`config.mk`:
```
export PLATFORM = sky130hd
export DESIGN_NAME = ldo_short_circuit_protect
export DESIGN_NICKNAME = d
export VERILOG_FILES = /design/src/ldo_scp_pkg.sv /design/src/ldo_short_circuit_protect.sv /design/src/ocp_debounce.sv
export SDC_FILE = /design/constraint.sdc
export NUM_CORES = 1
export LEC_CHECK = 0
export BUFFER_PORTS_ARGS = -buffer_cell sky130_fd_sc_hd__clkbuf_2
export CAP_MARGIN = 5
export CORE_UTILIZATION = 56
export CTS_BUF_LIST = sky130_fd_sc_hd__clkbuf_8
export DETAILED_ROUTE_END_ITERATION = 8
export GPL_TIMING_DRIVEN = 1
export HOLD_SLACK_MARGIN = 0.03
export PLACE_DENSITY = 0.78
export SLEW_MARGIN = 20
export SYNTH_ARGS = -nofsm -noshare
export SYNTH_HDL_FRONTEND = slang
export SYNTH_HIERARCHICAL = 1
export SYNTH_SLANG_ARGS = --single-unit
```
`constraint.sdc`:
```
create_clock -name i_clk -period 1.4 [get_ports i_clk]
set_input_delay 0.21 -clock i_clk [delete_from_list [all_inputs] [get_ports i_clk]]
set_output_delay 0.21 -clock i_clk [all_outputs]
set_load 0.02 [all_outputs]
```
`src/ldo_scp_pkg.sv`:
```
// Constants, register map and types for the regulator short-circuit guard.
// Assumes a single 125 MHz clock and a plain strobe register port.
// Contract
// - Debounce each over-current detector before treating it as a fault.
// - Exactly five regulators have detector inputs and protection.
// - Confirmed fault with protection on clears that regulator's enable bit.
// - Fault flag sets in the same cycle the enable bit clears.
// - Mask bit keeps the fault flag off the interrupt output.
// - One global software bit enables the whole protection function.
// - With global enable clear, faults neither flag nor disable regulators.
// - Global protection enable resets to zero.
// - PLL supply select codes 00..11 mean 1.2, 1.25, 1.50, 1.8 volts.
// - Regulator is off when enable clear, or standby gate and standby event.
// - Register reads return programmed bits, not the effective state; REG_DETECT reads return the debounced detector levels.
package ldo_scp_pkg;

   // ************************************************************
   // Register map
   // ************************************************************
   localparam int         ADDR_W          = 4;
   localparam int         DATA_W          = 8;
   localparam int         NUM_GUARDED     = 5;
   localparam logic [3:0] REG_ENABLE      = 4'h0;
   localparam logic [3:0] REG_STANDBY     = 4'h1;
   localparam logic [3:0] REG_CONTROL     = 4'h2;
   localparam logic [3:0] REG_FLAG        = 4'h3;
   localparam logic [3:0] REG_PLL_SEL     = 4'h4;
   localparam logic [3:0] REG_DETECT      = 4'h5;

   // ************************************************************
   // Field positions and reset values
   // ************************************************************
   localparam int         CTRL_GLOBAL_BIT = 0;
   localparam int         CTRL_MASK_BIT   = 1;
   localparam int         FLAG_BIT        = 0;
   localparam logic [4:0] ENABLE_RESET    = 5'h00;
   localparam logic [4:0] STANDBY_RESET   = 5'h00;
   localparam logic       GLOBAL_RESET    = 1'b0;
   localparam logic       MASK_RESET      = 1'b0;

   // ************************************************************
   // Debounce timing
   // ************************************************************
   localparam int         CLK_MHZ         = 125;
   localparam int         DEBOUNCE_US     = 30;
   localparam int         DEBOUNCE_CYC    = DEBOUNCE_US * CLK_MHZ;
   localparam int         DEB_CNT_W       = 12;

   // PLL supply level codes
   typedef enum logic [1:0] {
      PLL_1V20 = 2'b00,
      PLL_1V25 = 2'b01,
      PLL_1V50 = 2'b10,
      PLL_1V80 = 2'b11
   } pll_level_t;
   localparam pll_level_t PLL_SEL_RESET   = PLL_1V20;

endpackage

```
`src/ldo_short_circuit_protect.sv`:
```
// Short-circuit guard for five regulators, with register port.
// Assumes detector pins are asynchronous and standby event is synchronous.
//
// Local design decisions: the strobed register port and the register offsets.
`timescale 1ns/1ps
module ldo_short_circuit_protect #(
   parameter int DEBOUNCE_CYCLES = ldo_scp_pkg::DEBOUNCE_CYC
) (
   input  wire logic                            i_clk,
   input  wire logic                            i_rst,
   input  wire logic [ldo_scp_pkg::ADDR_W-1:0]  i_addr,
   input  wire logic [ldo_scp_pkg::DATA_W-1:0]  i_wdata,
   input  wire logic                            i_wr,
   input  wire logic                            i_rd,
   output logic      [ldo_scp_pkg::DATA_W-1:0]  o_rdata,
   input  wire logic [4:0]                      i_overcurrent,
   input  wire logic                            i_standby_event,
   output logic      [4:0]                      o_regulator_active,
   output logic      [1:0]                      o_pll_supply_level_sel,
   output logic                                 o_irq
);

   // ************************************************************
   // State
   // ************************************************************
   logic [4:0]                     regulator_on_bit_reg;
   logic [4:0]                     regulator_on_bit_next;
   logic [4:0]                     standby_gate_bit_reg;
   logic                           short_protect_global_on_reg;
   logic                           short_fault_mask_reg;
   logic                           short_fault_flag_reg;
   logic                           short_fault_flag_next;
   ldo_scp_pkg::pll_level_t        pll_supply_level_sel_reg;
   logic [4:0]                     fault_level;
   logic [4:0]                     fault_prev_reg;
   logic [4:0]                     fault_trip;
   logic [4:0]                     fault_seen;
   logic [ldo_scp_pkg::DATA_W-1:0] rdata_next;
   logic                           wr_enable;
   logic                           wr_standby;
   logic                           wr_control;
   logic                           wr_flag;
   logic                           wr_pll;
   logic                           flag_clear;

   // ************************************************************
   // Address decode
   // ************************************************************
   // One compare shared by every write decode, so all stay consistent
   function automatic logic hit(input logic                           strobe,
                                input logic [ldo_scp_pkg::ADDR_W-1:0] addr,
                                input logic [ldo_scp_pkg::ADDR_W-1:0] target);
      return strobe && (addr == target);
   endfunction

   // Write strobes per register
   assign wr_enable  = hit(i_wr, i_addr, ldo_scp_pkg::REG_ENABLE);
   assign wr_standby = hit(i_wr, i_addr, ldo_scp_pkg::REG_STANDBY);
   assign wr_control = hit(i_wr, i_addr, ldo_scp_pkg::REG_CONTROL);
   assign wr_flag    = hit(i_wr, i_addr, ldo_scp_pkg::REG_FLAG);
   assign wr_pll     = hit(i_wr, i_addr, ldo_scp_pkg::REG_PLL_SEL);
   assign flag_clear = wr_flag && i_wdata[ldo_scp_pkg::FLAG_BIT];

   // ************************************************************
   // Detector filters, one per guarded regulator
   // ************************************************************
   // Only five detectors exist; the other regulators are not guarded
   for (genvar g = 0; g < ldo_scp_pkg::NUM_GUARDED; g++) begin : g_deb
      ocp_debounce #(
         .CYCLES   (DEBOUNCE_CYCLES)
      ) u_deb (
         .i_clk    (i_clk),
         .i_rst    (i_rst),
         .i_raw    (i_overcurrent[g]),
         .o_stable (fault_level[g])
      );
   end

   // ************************************************************
   // Fault handling
   // ************************************************************
   // Act on the rising edge of a confirmed fault, so a later re-enable by
   // software is not instantly undone while the short persists
   assign fault_trip = fault_level & ~fault_prev_reg;
   assign fault_seen = short_protect_global_on_reg ? (fault_trip & regulator_on_bit_reg)
                                                   : 5'h00;

   // Software write first, hardware shutdown wins over it
   always_comb begin
      regulator_on_bit_next = regulator_on_bit_reg;
      if (wr_enable) begin
         regulator_on_bit_next = i_wdata[4:0];
      end
      regulator_on_bit_next = regulator_on_bit_next & ~fault_seen;
   end

   // Flag: set beats write-one-to-clear in the same cycle
   always_comb begin
      short_fault_flag_next = short_fault_flag_reg;
      if (flag_clear) begin
         short_fault_flag_next = 1'b0;
      end
      if (|fault_seen) begin
         short_fault_flag_next = 1'b1;
      end
   end

   // Enable and flag registers
   always_ff @(posedge i_clk or posedge i_rst) begin
      if (i_rst) begin
         regulator_on_bit_reg <= ldo_scp_pkg::ENABLE_RESET;
         short_fault_flag_reg <= 1'b0;
         fault_prev_reg       <= 5'h00;
      end else begin
         regulator_on_bit_reg <= regulator_on_bit_next;
         short_fault_flag_reg <= short_fault_flag_next;
         fault_prev_reg       <= fault_level;
      end
   end

   // ************************************************************
   // Configuration registers
   // ************************************************************
   always_ff @(posedge i_clk or posedge i_rst) begin
      if (i_rst) begin
         standby_gate_bit_reg        <= ldo_scp_pkg::STANDBY_RESET;
         short_protect_global_on_reg <= ldo_scp_pkg::GLOBAL_RESET;
         short_fault_mask_reg        <= ldo_scp_pkg::MASK_RESET;
         pll_supply_level_sel_reg    <= ldo_scp_pkg::PLL_SEL_RESET;
      end else begin
         if (wr_standby) begin
            standby_gate_bit_reg <= i_wdata[4:0];
         end
         if (wr_control) begin
            short_protect_global_on_reg <= i_wdata[ldo_scp_pkg::CTRL_GLOBAL_BIT];
            short_fault_mask_reg        <= i_wdata[ldo_scp_pkg::CTRL_MASK_BIT];
         end
         if (wr_pll) begin
            pll_supply_level_sel_reg <= ldo_scp_pkg::pll_level_t'(i_wdata[1:0]);
         end
      end
   end

   // ************************************************************
   // Read port
   // ************************************************************
   // Reads show programmed bits, and REG_DETECT the debounced detector levels; effective state is visible only on pins
   always_comb begin
      rdata_next = '0;
      if (i_rd) begin
         case (i_addr)
            ldo_scp_pkg::REG_ENABLE:  rdata_next = {3'h0, regulator_on_bit_reg};
            ldo_scp_pkg::REG_STANDBY: rdata_next = {3'h0, standby_gate_bit_reg};
            ldo_scp_pkg::REG_CONTROL: rdata_next = {6'h00, short_fault_mask_reg,
                                                    short_protect_global_on_reg};
            ldo_scp_pkg::REG_FLAG:    rdata_next = {7'h00, short_fault_flag_reg};
            ldo_scp_pkg::REG_PLL_SEL: rdata_next = {6'h00, pll_supply_level_sel_reg};
            ldo_scp_pkg::REG_DETECT:  rdata_next = {3'h0, fault_level};
            default:                  rdata_next = '0;
         endcase
      end
   end

   // Read data valid the cycle after the strobe only
   always_ff @(posedge i_clk or posedge i_rst) begin
      if (i_rst) begin
         o_rdata <= '0;
      end else begin
         o_rdata <= rdata_next;
      end
   end

   // ************************************************************
   // Outputs
   // ************************************************************
   // Standby with gate bit set switches the regulator off
   assign o_regulator_active     = regulator_on_bit_reg
                                   & ~(standby_gate_bit_reg & {5{i_standby_event}});
   assign o_pll_supply_level_sel = pll_supply_level_sel_reg;
   assign o_irq                  = short_fault_flag_reg & ~short_fault_mask_reg;

   // ************************************************************
   // Checks
   // ************************************************************
   property p_trip_clears;
      @(posedge i_clk) disable iff (i_rst)
      (short_protect_global_on_reg && fault_trip[0] && regulator_on_bit_reg[0])
         |=> (!regulator_on_bit_reg[0] && short_fault_flag_reg);
   endproperty
   a_trip_clears: assert property (p_trip_clears) else $error("fault did not shut down");

   property p_flag_same;
      @(posedge i_clk) disable iff (i_rst)
      ($fell(regulator_on_bit_reg[1]) && !$past(i_wr)) |-> short_fault_flag_reg;
   endproperty
   a_flag_same: assert property (p_flag_same) else $error("flag missing at shutdown");

   property p_mask;
      @(posedge i_clk) disable iff (i_rst)
      short_fault_mask_reg |-> !o_irq;
   endproperty
   a_mask: assert property (p_mask) else $error("masked flag reached irq");

   property p_irq_unmasked;
      @(posedge i_clk) disable iff (i_rst)
      (short_fault_flag_reg && !short_fault_mask_reg) |-> o_irq;
   endproperty
   a_irq_unmasked: assert property (p_irq_unmasked) else $error("irq not raised");

   property p_off_no_act;
      @(posedge i_clk) disable iff (i_rst)
      (!short_protect_global_on_reg && !i_wr) |=> $stable(regulator_on_bit_reg)
                                                   && !$rose(short_fault_flag_reg);
   endproperty
   a_off_no_act: assert property (p_off_no_act) else $error("acted while disabled");

   property p_flag_sticky;
      @(posedge i_clk) disable iff (i_rst)
      (short_fault_flag_reg && !i_wr) |=> short_fault_flag_reg;
   endproperty
   a_flag_sticky: assert property (p_flag_sticky) else $error("flag dropped alone");

   property p_standby_off;
      @(posedge i_clk) disable iff (i_rst)
      (i_standby_event && standby_gate_bit_reg[2]) |-> !o_regulator_active[2];
   endproperty
   a_standby_off: assert property (p_standby_off) else $error("standby did not gate");

   property p_read_prog;
      @(posedge i_clk) disable iff (i_rst)
      (i_rd && i_addr == ldo_scp_pkg::REG_ENABLE)
         |=> (o_rdata[4:0] == $past(regulator_on_bit_reg));
   endproperty
   a_read_prog: assert property (p_read_prog) else $error("read not programmed value");

   property p_trip_any;
      @(posedge i_clk) disable iff (i_rst)
      (short_protect_global_on_reg && |(fault_trip & regulator_on_bit_reg))
         |=> ((regulator_on_bit_reg & $past(fault_trip)) == 5'h00);
   endproperty
   a_trip_any: assert property (p_trip_any) else $error("tripped regulator left on");

   property p_flag_on_trip;
      @(posedge i_clk) disable iff (i_rst)
      (short_protect_global_on_reg && |(fault_trip & regulator_on_bit_reg))
         |=> short_fault_flag_reg;
   endproperty
   a_flag_on_trip: assert property (p_flag_on_trip) else $error("trip without flag");

   property p_no_drop;
      @(posedge i_clk) disable iff (i_rst)
      (!wr_enable && fault_seen == 5'h00) |=> $stable(regulator_on_bit_reg);
   endproperty
   a_no_drop: assert property (p_no_drop) else $error("enable changed with no cause");

   property p_enable_write;
      @(posedge i_clk) disable iff (i_rst)
      (wr_enable && fault_seen == 5'h00)
         |=> ({3'h0, regulator_on_bit_reg} == ($past(i_wdata) & 8'h1F));
   endproperty
   a_enable_write: assert property (p_enable_write) else $error("enable write lost");

   property p_flag_clear;
      @(posedge i_clk) disable iff (i_rst)
      (flag_clear && fault_seen == 5'h00) |=> !short_fault_flag_reg;
   endproperty
   a_flag_clear: assert property (p_flag_clear) else $error("flag clear lost");

   property p_global_write;
      @(posedge i_clk) disable iff (i_rst)
      wr_control
         |=> (short_protect_global_on_reg == $past(i_wdata[ldo_scp_pkg::CTRL_GLOBAL_BIT]));
   endproperty
   a_global_write: assert property (p_global_write) else $error("global bit not taken");

   property p_mask_write;
      @(posedge i_clk) disable iff (i_rst)
      wr_control
         |=> (short_fault_mask_reg == $past(i_wdata[ldo_scp_pkg::CTRL_MASK_BIT]));
   endproperty
   a_mask_write: assert property (p_mask_write) else $error("mask bit not taken");

   property p_pll_write;
      @(posedge i_clk) disable iff (i_rst)
      wr_pll |=> ({6'h00, o_pll_supply_level_sel} == ($past(i_wdata) & 8'h03));
   endproperty
   a_pll_write: assert property (p_pll_write) else $error("pll select not taken");

   property p_awake_follows;
      @(posedge i_clk) disable iff (i_rst)
      !i_standby_event |-> (o_regulator_active == regulator_on_bit_reg);
   endproperty
   a_awake_follows: assert property (p_awake_follows) else $error("active differs awake");

   property p_off_when_clear;
      @(posedge i_clk) disable iff (i_rst)
      ((o_regulator_active & ~regulator_on_bit_reg) == 5'h00);
   endproperty
   a_off_when_clear: assert property (p_off_when_clear) else $error("disabled but active");

   property p_rdata_idle;
      @(posedge i_clk) disable iff (i_rst)
      !i_rd |=> (o_rdata == 8'h00);
   endproperty
   a_rdata_idle: assert property (p_rdata_idle) else $error("read data outside window");

endmodule

```
`src/ocp_debounce.sv`:
```
// Debouncer for one over-current detector pin.
// Assumes an asynchronous pin; it is synchronised here before use.
`timescale 1ns/1ps
module ocp_debounce #(
   parameter int CYCLES = ldo_scp_pkg::DEBOUNCE_CYC
) (
   input  wire logic i_clk,
   input  wire logic i_rst,
   input  wire logic i_raw,
   output logic      o_stable
);

   // ************************************************************
   // Synchroniser and steady-level counter
   // ************************************************************
   logic                                sync1_reg;
   logic                                sync2_reg;
   logic [ldo_scp_pkg::DEB_CNT_W-1:0] cnt_reg;
   logic [ldo_scp_pkg::DEB_CNT_W-1:0] cnt_next;
   logic                                stable_next;
   logic                                differs;
   localparam int                                CNT_W = ldo_scp_pkg::DEB_CNT_W;
   localparam logic [CNT_W-1:0]                  LAST  = CNT_W'(CYCLES - 1);

   // Level must differ for a full window before it is taken
   assign differs     = sync2_reg != o_stable;
   assign cnt_next    = (!differs || cnt_reg == LAST) ? '0 : cnt_reg + 1'b1;
   assign stable_next = (differs && cnt_reg == LAST) ? sync2_reg : o_stable;

   // Two flops, then the filter
   always_ff @(posedge i_clk or posedge i_rst) begin
      if (i_rst) begin
         sync1_reg <= 1'b0;
         sync2_reg <= 1'b0;
         cnt_reg   <= '0;
         o_stable  <= 1'b0;
      end else begin
         sync1_reg <= i_raw;
         sync2_reg <= sync1_reg;
         cnt_reg   <= cnt_next;
         o_stable  <= stable_next;
      end
   end

   // Glitch shorter than the window never reaches the output
   property p_deb_hold;
      @(posedge i_clk) disable iff (i_rst)
      (cnt_reg != LAST) |=> $stable(o_stable);
   endproperty
   a_deb_hold: assert property (p_deb_hold) else $error("debounce output moved early");

endmodule

```
==> metrics, run 1 <==
EDFF count, synth 0; VDD IR max about 620 uV; clk sink count 100; max_cap viols 0; fmax 0.6949 GHz; CTS Buf Count 9; M2 GR Usage 0.3358; RSZ-0062 raised after global routing true; # rows 33; Die H 93.97 um; Clock Skews roughly 0.018 ns; first-pass GRT wire length around 15 mm; layout cells sized above 1 0.2807; Max Root-Sink Buffers 2; grt met1 use 0.3004; max FFs per register 60; Overflow after GRT 0; WL per Instance between 10 and 15 um; number of H-tree levels 3; vias in the first global route between 3000 and 4000; initial antenna violation count 0; Worst-path clk slew about 0.090 ns; initial DRC count between 150 and 200; DRC violations left 0; Main synth FF type dfrtp_1; synthesized instance count between 400 and 500; Root Driver clkbuf_8; post-DP HPWL 6.157 mm; Crit Path Class reg -> reg; final antenna-violating net count 0; Syn-to-layout area delta 18.65%; share of the synthesized area in the top cell type 0.5283; total power 0.005817 W; min-delay worst type in -> reg; Critical Path Fanout Max 4; Final period util 1.028; busiest grt layer met2; core area roughly 8000 um^2; status finished, violations left; DIE WIDTH 93.97 um; gpl congestion 0.8390; Worst-Margin Slew around 0.57 ns; Synth cell types 37; register area 2506 um^2; fin nets 540; CP arrival about 1.7 ns; relative slew slack 0.6181; async set-reset flop share out of synthesis 1.000; Seq cells post-synth 100; fin. max-slew vios 0; DRT Pass-1 Iters 4; clock latency on the worst-skew pair between 0.3 and 0.4 ns; final setup fails 13; leak pwr between 2 and 2.5 nW; post-synthesis sequential area ratio 0.5283; Power Dens Cells ~1000 nW/um^2; syn_area_per_cell approximately 11 um^2; Global Route Usage Sum 0.2180; Fin. Hold Viols 0; Hold WS between 0.08 and 0.09 ns; commonest cells in the netlist dfrtp_1 (100), nor2_1 (84), xnor2_1 (35); initial core utilization 0.5765; Vias/cell between 5 and 6; crit path time final approximately 1.4 ns; WP data required between 1.5 and 2 ns; final setup margin -0.03905 ns; Multi-input gate area about 2200 um^2; routing usage on met3 0.07282; Startpoint Class flop; failing checks negative setup slack; mapped cell area around 4700 um^2; endpoint class of the critical path flop; top post-synthesis cells by area dfrtp_1 (53%), nor2_1 (6.7%), xnor2_1 (6.5%), mux2_2 (4.5%), xor2_1 (3.7%); Filler Cells Inserted 602; vias 3309; largest net degree at the start of global routing 26; Yosys top cell by area dfrtp_1; final wirelength 9.184 mm; CTS tree yes; Die ar. 8830 um^2; most common cell in the netlist dfrtp_1; Port Buffers 31; n_diodes 0; I/O pins 38; YS warnings 6
[layout make-up]
type                    count  area share
flip-flops and latches    100      0.4459
multi-input cells         312      0.3980
repair buffers             72     0.08682
clock buffers              11     0.02694
well taps                 105     0.02337
clock inverters             5     0.01024
inverters                  13    0.008682
[placed cells by master, fill, tap and decap left out, drive strengths merged, types with 2 or more instances in the layout]
| master | count |
|---|---|
| a21boi | 5 |
| a21oi | 5 |
| a22oi | 3 |
| a41oi | 2 |
| and3 | 5 |
| buf | 38 |
| clkbuf | 39 |
| clkinv | 3 |
| conb | 3 |
| dfrtp | 100 |
| dlygate4sd3 | 6 |
| ha | 10 |
| inv | 14 |
| mux2 | 19 |
| mux2i | 7 |
| nand2 | 29 |
| nand2b | 10 |
| nand3 | 25 |
| nand3b | 4 |
| nand4 | 6 |
| nand4b | 5 |
| nand4bb | 5 |
| nor2 | 84 |
| nor2b | 2 |
| nor3 | 10 |
| nor4 | 11 |
| xnor2 | 35 |
| xor2 | 20 |
[worst max-delay path, stage by stage, from the launching register on]
cell and delay, ns:
dfrtp_1 0.41, ha_1 0.16, nand4bb_1 0.17, nor4_4 0.23
mux2_2 0.37
[metal layers]
metal	up-vias	share of wire
met4	0	0.0065
met5	-	0
li1	1611	-
met2	63	0.49
met1	1630	0.46
met3	5	0.046
[worst paths after layout]
path / end / start / cells past startpoint / slack [ns]
max in group asynchronous: g_deb[3].u_deb/cnt_reg[4] / i_rst / 3 / 0.45
max: g_deb[4].u_deb/o_stable / g_deb[4].u_deb/cnt_reg[0] / 4 / -0.04
min in group asynchronous: g_deb[0].u_deb/sync1_reg / i_rst / 3 / 0.52
max reg2reg: g_deb[4].u_deb/o_stable / g_deb[4].u_deb/cnt_reg[0] / 4 / -0.04
min reg2reg: g_deb[0].u_deb/sync2_reg / g_deb[0].u_deb/sync1_reg / 0 / 0.36
min: standby_gate_bit_reg[4] / i_wdata[4] / 2 / 0.09
[report_power, final]
part	internal (W)	total (W)	switching [W]	leakage, nW
Clock	0.000927	0.00190	0.000973	0.110
Sequential	0.00304	0.00317	0.000129	1.33
Combinational	0.000347	0.000748	0.000401	1.04
Total	0.00431	0.00582	0.00150	2.48
[logic make-up (layout without fill, tap and decap cells)]
kind of cell	count (synthesis)	in the layout	synth area share
buffers and inverters	30	101	0.03539
AOI/OAI and AO/OA	18	18	0.02589
muxes	27	27	0.06471
and+or+nand+nor	195	199	0.2169
DFF	100	100	0.5283
xor gates and xnor gates	55	55	0.1017
other	1	3	0.0007916
adders and majority gates	10	10	0.02641
[timing repair]
item,in CTS,in global routing
buffers inserted,1,6
endpoints found under the setup margin,45,70
pin swaps,5,4
hold buffers,6,0
endpoints found under the hold margin,105,0
gates cloned,0,4
resized for setup,6,28
[through the flow]
stage | setup TNS [ns] | area, um^2 | worst slack, ns | util | cells
floorplan | 0 | 4782 | 0.08042 | - | 438
global route | -3.707 | 5620 | -0.1119 | 0.6840 | 618
CTS | -0.5839 | 5450 | -0.05964 | 0.6633 | 608
global placement | 0 | 5160 | 0.02761 | 0.6280 | 585
detailed placement | -0.3500 | 5160 | -0.04288 | 0.6280 | 585
finish | -0.2082 | 5620 | -0.03905 | 0.6840 | 618
Note: power is estimated with default switching activity, not from simulation.
==> inputs of run 2 (changes only) <==
Settings changed: ABC_AREA from default to 1.
==> metrics, run 2 <==
status completed; Crit Path Class reg -> reg; Clock Skews 0.01615 ns (-0.001423 ns); DIE WIDTH 97.09 um (+3.3%); EDFF count, synth 0 (unchanged); Global Route Usage Sum 0.2224 (+0.004393); Min-Delay Path Depth 3 (+1); reg2reg start g_deb[3].u_deb/cnt_reg[1]; WP data required 1.66 ns (about the same); family with the most delay on the worst path simple AND/OR/NAND/NOR gates; synthesized instance count 602 (+38%); commonest cells in the netlist nand2_1 (110), dfrtp_1 (100), nor2_1 (87); fin nets 691 (+28%); # rows 34 (+3.0%); layout cells sized above 1 0.1674 (-0.1133); Syn-to-layout area delta 12.82%; Worst-path clk slew 0.10 ns (about the same); fin. max-slew vios 0 (unchanged); VDD IR max 654.8 uV (+5.2%); CP arrival 1.62 ns (-0.08 ns); Overflow after GRT 0 (unchanged); relative slew slack 0.6090 (-0.009139); initial core utilization 0.5806 (+0.004112); most frequent cells in the layout nand2_1 (110), dfrtp_1 (100), nor2_1 (84), inv_1 (78), nand3_1 (68); top post-synthesis cells by area dfrtp_1 (49%), nand2_1 (8.2%), nand3_1 (6.7%), nor2_1 (6.4%), inv_1 (5.8%); RSZ-0062 raised after global routing true; CP dominant cell by count nor2_1; initial antenna violation count 0 (unchanged); CTS tree yes; Final period util 0.9776 (-0.05030); Die H 97.09 um (+3.3%); final instance area 5713 um^2 (+1.6%); first-pass GRT wire length 17.33 mm (+18%); Filler Cells Inserted 706 (+17%); Critical Path Fanout Max 6 (+2); Startpoint Class flop; Root Driver clkbuf_8; Worst path depth 7 (+3); Main synth FF type dfrtp_1; post-DP HPWL 7.033 mm (+14%); Port Buffers 31 (unchanged); final setup fails 0 (-13); Die ar. 9426 um^2 (+6.8%); crit-path max cell delay 0.42 ns (about the same); reg2reg end g_deb[3].u_deb/cnt_reg[0]; vias 4057 (+23%); DRC violations left 0 (unchanged); Worst-Margin Slew 0.5845 ns (+0.01236 ns); Fin. Hold Viols 0 (unchanged); mapped cell area 5064 um^2 (+6.9%); Power Dens Cells 989.7 nW/um^2 (-4.4%); YS warnings 6 (unchanged); Seq cells post-synth 100 (unchanged); number of H-tree levels 3 (unchanged); final core utilization 0.6551 (-0.02893); WL per Instance 13.01 um (-12%); initial DRC count 191 (+23%); n_diodes 0 (unchanged); gpl congestion 0.8255 (-1.6%); Place WS 0.07346 ns (+0.1163 ns); WHS Endpoint o_rdata[3]; I/O pins 38 (unchanged); leak pwr 2.672 nW (+7.6%); register area 2502 um^2 (-0.15%); final setup TNS 0 ns (+0.2082 ns); final setup margin 0.03137 ns (+0.07041 ns); min-delay worst type in -> reg; endpoint class of the critical path flop; DP Area 5358 um^2 (+3.8%); crit path time final 1.369 ns (-0.07041 ns); Placed Instances 743 (+27%); hold path start i_rd; Synth cell types 25 (-32%); internal reg-to-reg setup slack 0.03 ns (+0.07 ns); Multi-input gate area 2317 um^2 (+3.6%); clock latency on the worst-skew pair 0.37 ns (about the same); Critical-path top delay cell dfrtp_1; vias in the first global route 4000 (+27%); final wirelength 10.03 mm (+9.2%); Vias/cell 5.262 (-1.7%); max FFs per register 60 (unchanged); filler-free cell count of the finished design 771 (+25%); DRT Pass-1 Iters 4 (unchanged); max_cap viols 0 (unchanged); async set-reset flop share out of synthesis 1.000 (unchanged); final antenna-violating net count 0 (unchanged); clk sink count 100 (unchanged); Yosys top cell by area dfrtp_1; core area 8721 um^2 (+6.1%); largest net degree at the start of global routing 26 (unchanged); commonest non-fill, non-tap cell in the layout nand2_1; worst reg-to-reg path cell count 7 (+3); post-synthesis sequential area ratio 0.4942 (-0.03407); CTS Buf Count 9 (unchanged); Max Root-Sink Buffers 2 (unchanged); most common cell in the netlist nand2_1; share of the synthesized area in the top cell type 0.4942 (-0.03407); fmax 0.7307 GHz (+5.1%); Cell Chain, Critical Path inv_2, ha_1, nand2_1, nor2_1, nand3_2, nand2_4, nor2_1; CP Buf/Inv Count 1 (+1); syn_area_per_cell 8.411 um^2 (-23%)
## run 2: changes by cell type after synthesis, moves of 19 or more
| cell | change |
|---|---|
| nand2_1 | +82 |
| inv_1 | +65 |
| nand3_1 | +43 |
| xnor2_1 | -20 |
| mux2_2 | -19 |
| o21ai_0 | +19 |
## run 2: kinds of logic after synthesis
kind of cell               Yosys count  synth area share
and+or+nand+nor                    322            0.3069
DFF                                100            0.4942
buffers and inverters               83           0.06597
AOI/OAI and AO/OA                   61           0.06425
xor gates and xnor gates            25           0.04324
adders and majority gates           10           0.02471
other                                1         0.0007406
## run 2: cell type report
class / count / area share
Clock buffer: 10 / 0.02409
Clock inverter: 5 / 0.009198
Inverter: 78 / 0.05125
Multi-Input combinational cell: 425 / 0.4056
Sequential cell: 100 / 0.4380
Tap cell: 108 / 0.02365
Timing Repair Buffer: 45 / 0.04818
## run 2: report_power, final
part           leakage, nW  internal, W  switching, W
Clock                0.104     0.000861      0.000973
Sequential            1.33      0.00303      0.000119
Combinational         1.23     0.000227      0.000440
Total                 2.67      0.00412       0.00153
## run 2: metrics by stage
step	total power, W	hold WS (ns)
5_1_grt	0.005928	0.07141
4_1_cts	0.005673	0.07005
3_3_place_gp	0.003805	0.3182
2_1_floorplan	0.003622	0.1115
3_5_place_dp	0.003837	0.3196
6_report	0.005654	0.07241
## run 2: per-layer routing
layer | GRT usage | up-vias | part of all wire
met2 | 0.3841 | 62 | 0.52
met3 | 0.04748 | 14 | 0.027
met5 | 0 | - | 0
li1 | - | 2025 | -
met1 | 0.2786 | 1956 | 0.44
met4 | 0.07233 | 0 | 0.015
## run 2: timing repair
action / 4_1_cts / 5_1_grt
endpoints found under the hold margin: 105 / 0
endpoints found under the setup margin: 0 / 38
buffers inserted: 0 / 3
gates resized for setup: 0 / 13
hold buffers: 6 / 0
## run 2: how the worst max path moves through the flow
stage | start | endpoint | slack, ns
2_1_floorplan | g_deb[0].u_deb/cnt_reg[1] | g_deb[0].u_deb/cnt_reg[5] | 0.23
3_3_place_gp | g_deb[1].u_deb/cnt_reg[1] | g_deb[1].u_deb/cnt_reg[5] | 0.12
3_5_place_dp | g_deb[2].u_deb/cnt_reg[1] | g_deb[2].u_deb/cnt_reg[2] | 0.07
4_1_cts | standby_gate_bit_reg[0] | o_regulator_active[0] | 0.05
5_1_grt | g_deb[3].u_deb/cnt_reg[1] | g_deb[3].u_deb/cnt_reg[5] | -0.07
6_report | g_deb[3].u_deb/cnt_reg[1] | g_deb[3].u_deb/cnt_reg[0] | 0.03
## run 2: worst reg2reg max path: stages, from the launching register on
cell and delay [ns]:
dfrtp_1 0.42, inv_2 0.08, ha_1 0.14, nand2_1 0.05, nor2_1 0.15, nand3_2 0.21
nand2_4 0.18, nor2_1 0.05
==> inputs of run 3 (changes only) <==
Settings changed: CAP_MARGIN 5 to default, SYNTH_HIERARCHICAL 1 to default.
==> metrics, run 3 <==
fin. max-slew vios 0 (unchanged); Critical Path Fanout Max 7 (+1); Main synth FF type dfrtp_1; top post-synthesis cells by area dfrtp_1 (51%), nand2_1 (7.8%), nor2_1 (7.2%), inv_1 (4.4%), nand3_1 (4.3%); final core utilization 0.6845 (+0.02942); reg2reg start g_deb[4].u_deb.cnt_reg[0]; EDFF count, synth 0 (unchanged); post-DP HPWL 6.608 mm (-6.0%); most common cell in the netlist nand2_1; Vias/cell 5.211 (-0.96%); fmax 0.7297 GHz (-0.13%); first-pass GRT wire length 15.54 mm (-10%); post-synthesis sequential area ratio 0.5086 (+0.01445); most frequent cells in the layout nand2_1 (100), dfrtp_1 (98), nor2_1 (88), inv_1 (57), nand3_1 (40); WL per Instance 12.96 um (-0.38%); Worst-path clk slew 0.09 ns (about the same); worst reg-to-reg path cell count 6 (-1); internal reg-to-reg setup slack 0.03 ns (about the same); Power Dens Cells 1001 nW/um^2 (+1.1%); Global Route Usage Sum 0.2196 (-0.002802); clk sink count 100 (unchanged); vias in the first global route 3626 (-9.4%); Overflow after GRT 0 (unchanged); WP data required 1.65 ns (about the same); mapped cell area 4920 um^2 (-2.8%); WHS Endpoint standby_gate_bit_reg[2]; total power 0.005714 W (+1.1%); layout cells sized above 1 0.2245 (+0.05710); Crit Path Class reg -> reg; # rows 33 (-2.9%); initial antenna violation count 0 (unchanged); final wirelength 9.497 mm (-5.3%); endpoint class of the critical path flop; DP Area 5235 um^2 (-2.3%); initial core utilization 0.5899 (+0.009228); reg2reg end g_deb[4].u_deb.cnt_reg[11]; Root Driver clkbuf_8; RSZ-0062 raised after global routing true; Synth cell types 31 (+24%); CTS tree yes; CP arrival 1.62 ns (about the same); Filler Cells Inserted 671 (-5.0%); Startpoint Class flop; fin nets 655 (-5.2%); DRT Pass-1 Iters 4 (unchanged); DRC violations left 0 (unchanged); final instance area 5709 um^2 (about the same); Max Root-Sink Buffers 2 (unchanged); Syn-to-layout area delta 16.05%; max FFs per register 60 (unchanged); Clock Skews 0.007645 ns (-0.008507 ns); Yosys top cell by area dfrtp_1; n_diodes 0 (unchanged); Final period util 0.9788 (+0.001254); share of the synthesized area in the top cell type 0.5086 (+0.01445); Port Buffers 31 (unchanged); Die ar. 9164 um^2 (-2.8%); final setup fails 0 (unchanged); Die H 95.73 um (-1.4%); commonest non-fill, non-tap cell in the layout nand2_1; clock latency on the worst-skew pair 0.36 ns (about the same); Seq cells post-synth 100 (unchanged); Fin. Hold Viols 0 (unchanged); syn_area_per_cell 8.707 um^2 (+3.5%); VDD IR max 652.3 uV (-0.38%); min-delay worst type in -> reg; gpl congestion 0.8646 (+4.7%); vias 3820 (-5.8%); filler-free cell count of the finished design 733 (-4.9%); leak pwr 2.639 nW (-1.2%); synthesized instance count 565 (-6.1%); largest net degree at the start of global routing 54 (+110%); CTS Buf Count 9 (unchanged); max_cap viols 0 (unchanged); async set-reset flop share out of synthesis 1.000 (unchanged); I/O pins 38 (unchanged); hold path start i_wdata[2]; Placed Instances 703 (-5.4%); initial DRC count 192 (+0.52%); Min-Delay Path Depth 3 (unchanged); status completed; number of H-tree levels 3 (unchanged); crit path time final 1.370 ns (+0.001755 ns); commonest cells in the netlist nand2_1 (102), dfrtp_1 (100), nor2_1 (95); final antenna-violating net count 0 (unchanged); YS warnings 0 (-6); core area 8341 um^2 (-4.4%); DIE WIDTH 95.73 um (-1.4%)
## run 3: layout make-up
class,instances,area [um^2],area share
clock buffer,11,151.4,0.02652
clock inverter,5,50.05,0.008766
inverter,63,240.2,0.04208
multi-input combinational,400,2296,0.4021
sequential,100,2505,0.4387
tap,105,131.4,0.02301
timing repair buffer,49,335.3,0.05873
## run 3: worst max path at each step
stage / startpoint / slack [ns] / to
2_1_floorplan: i_rst / 0.0004 / fault_prev_reg[0]
3_3_place_gp: g_deb[0].u_deb.cnt_reg[0] / 0.06 / g_deb[0].u_deb.cnt_reg[10]
3_5_place_dp: g_deb[4].u_deb.cnt_reg[0] / -0.02 / g_deb[4].u_deb.cnt_reg[10]
4_1_cts: g_deb[4].u_deb.cnt_reg[0] / 0.006 / g_deb[4].u_deb.cnt_reg[11]
5_1_grt: g_deb[0].u_deb.cnt_reg[0] / -0.06 / g_deb[0].u_deb.cnt_reg[10]
6_report: g_deb[4].u_deb.cnt_reg[0] / 0.03 / g_deb[4].u_deb.cnt_reg[11]
## run 3: cell families after synthesis
group                    after synthesis  synth area share
XOR/XNOR                              26           0.04629
other                                  1         0.0007622
flip-flops                           100            0.5086
AO/OA/AOI/OAI                         56           0.07096
adder cells (fa/ha/maj)               10           0.02543
buffers and inverters                 69           0.05875
AND/OR/NAND/NOR                      303            0.2892
## run 3: report_power, final
part	internal [W]	total, W	switching, W
sequential	0.00303	0.00316	0.000129
combinational	0.000251	0.000683	0.000432
clock	0.000913	0.00187	0.000956
## run 3: per-stage QoR
stage	hold slack [ns]	TNS (ns)	setup slack (ns)
detailed placement	0.2904	-0.1190	-0.02181
floorplan	0.2414	0	0.0003947
global placement	0.2804	0	0.06137
finish	0.08813	0	0.02961
CTS	0.08117	0	0.006175
global route	0.09198	-0.8851	-0.05821
## run 3: worst max-delay path, stage by stage, from the launching register on
cell     delay, ns
dfrtp_2       0.43
ha_2          0.19
nand2_2       0.07
nor3_4        0.20
nand3_4       0.16
nand2_4       0.16
nor2_1        0.05
## run 3: per-layer routing
layer  wire length [um]  share of wire  vias to the layer above  GRT usage
met4                198          0.021                        0    0.06841
met1               4224           0.44                     1817     0.2653
li1                   -              -                     1915          -
met5                  0              0                        -          0
met3                319          0.034                       19    0.04660
met2               4754           0.50                       69     0.3923
## run 3: what timing repair did
item	4_1_cts	5_1_grt
gates resized for setup	4	37
hold endpoints to repair	105	0
cloned	0	2
pin swaps	0	12
hold buffers	6	0
buffers inserted	0	6
endpoints found under the setup margin	11	50
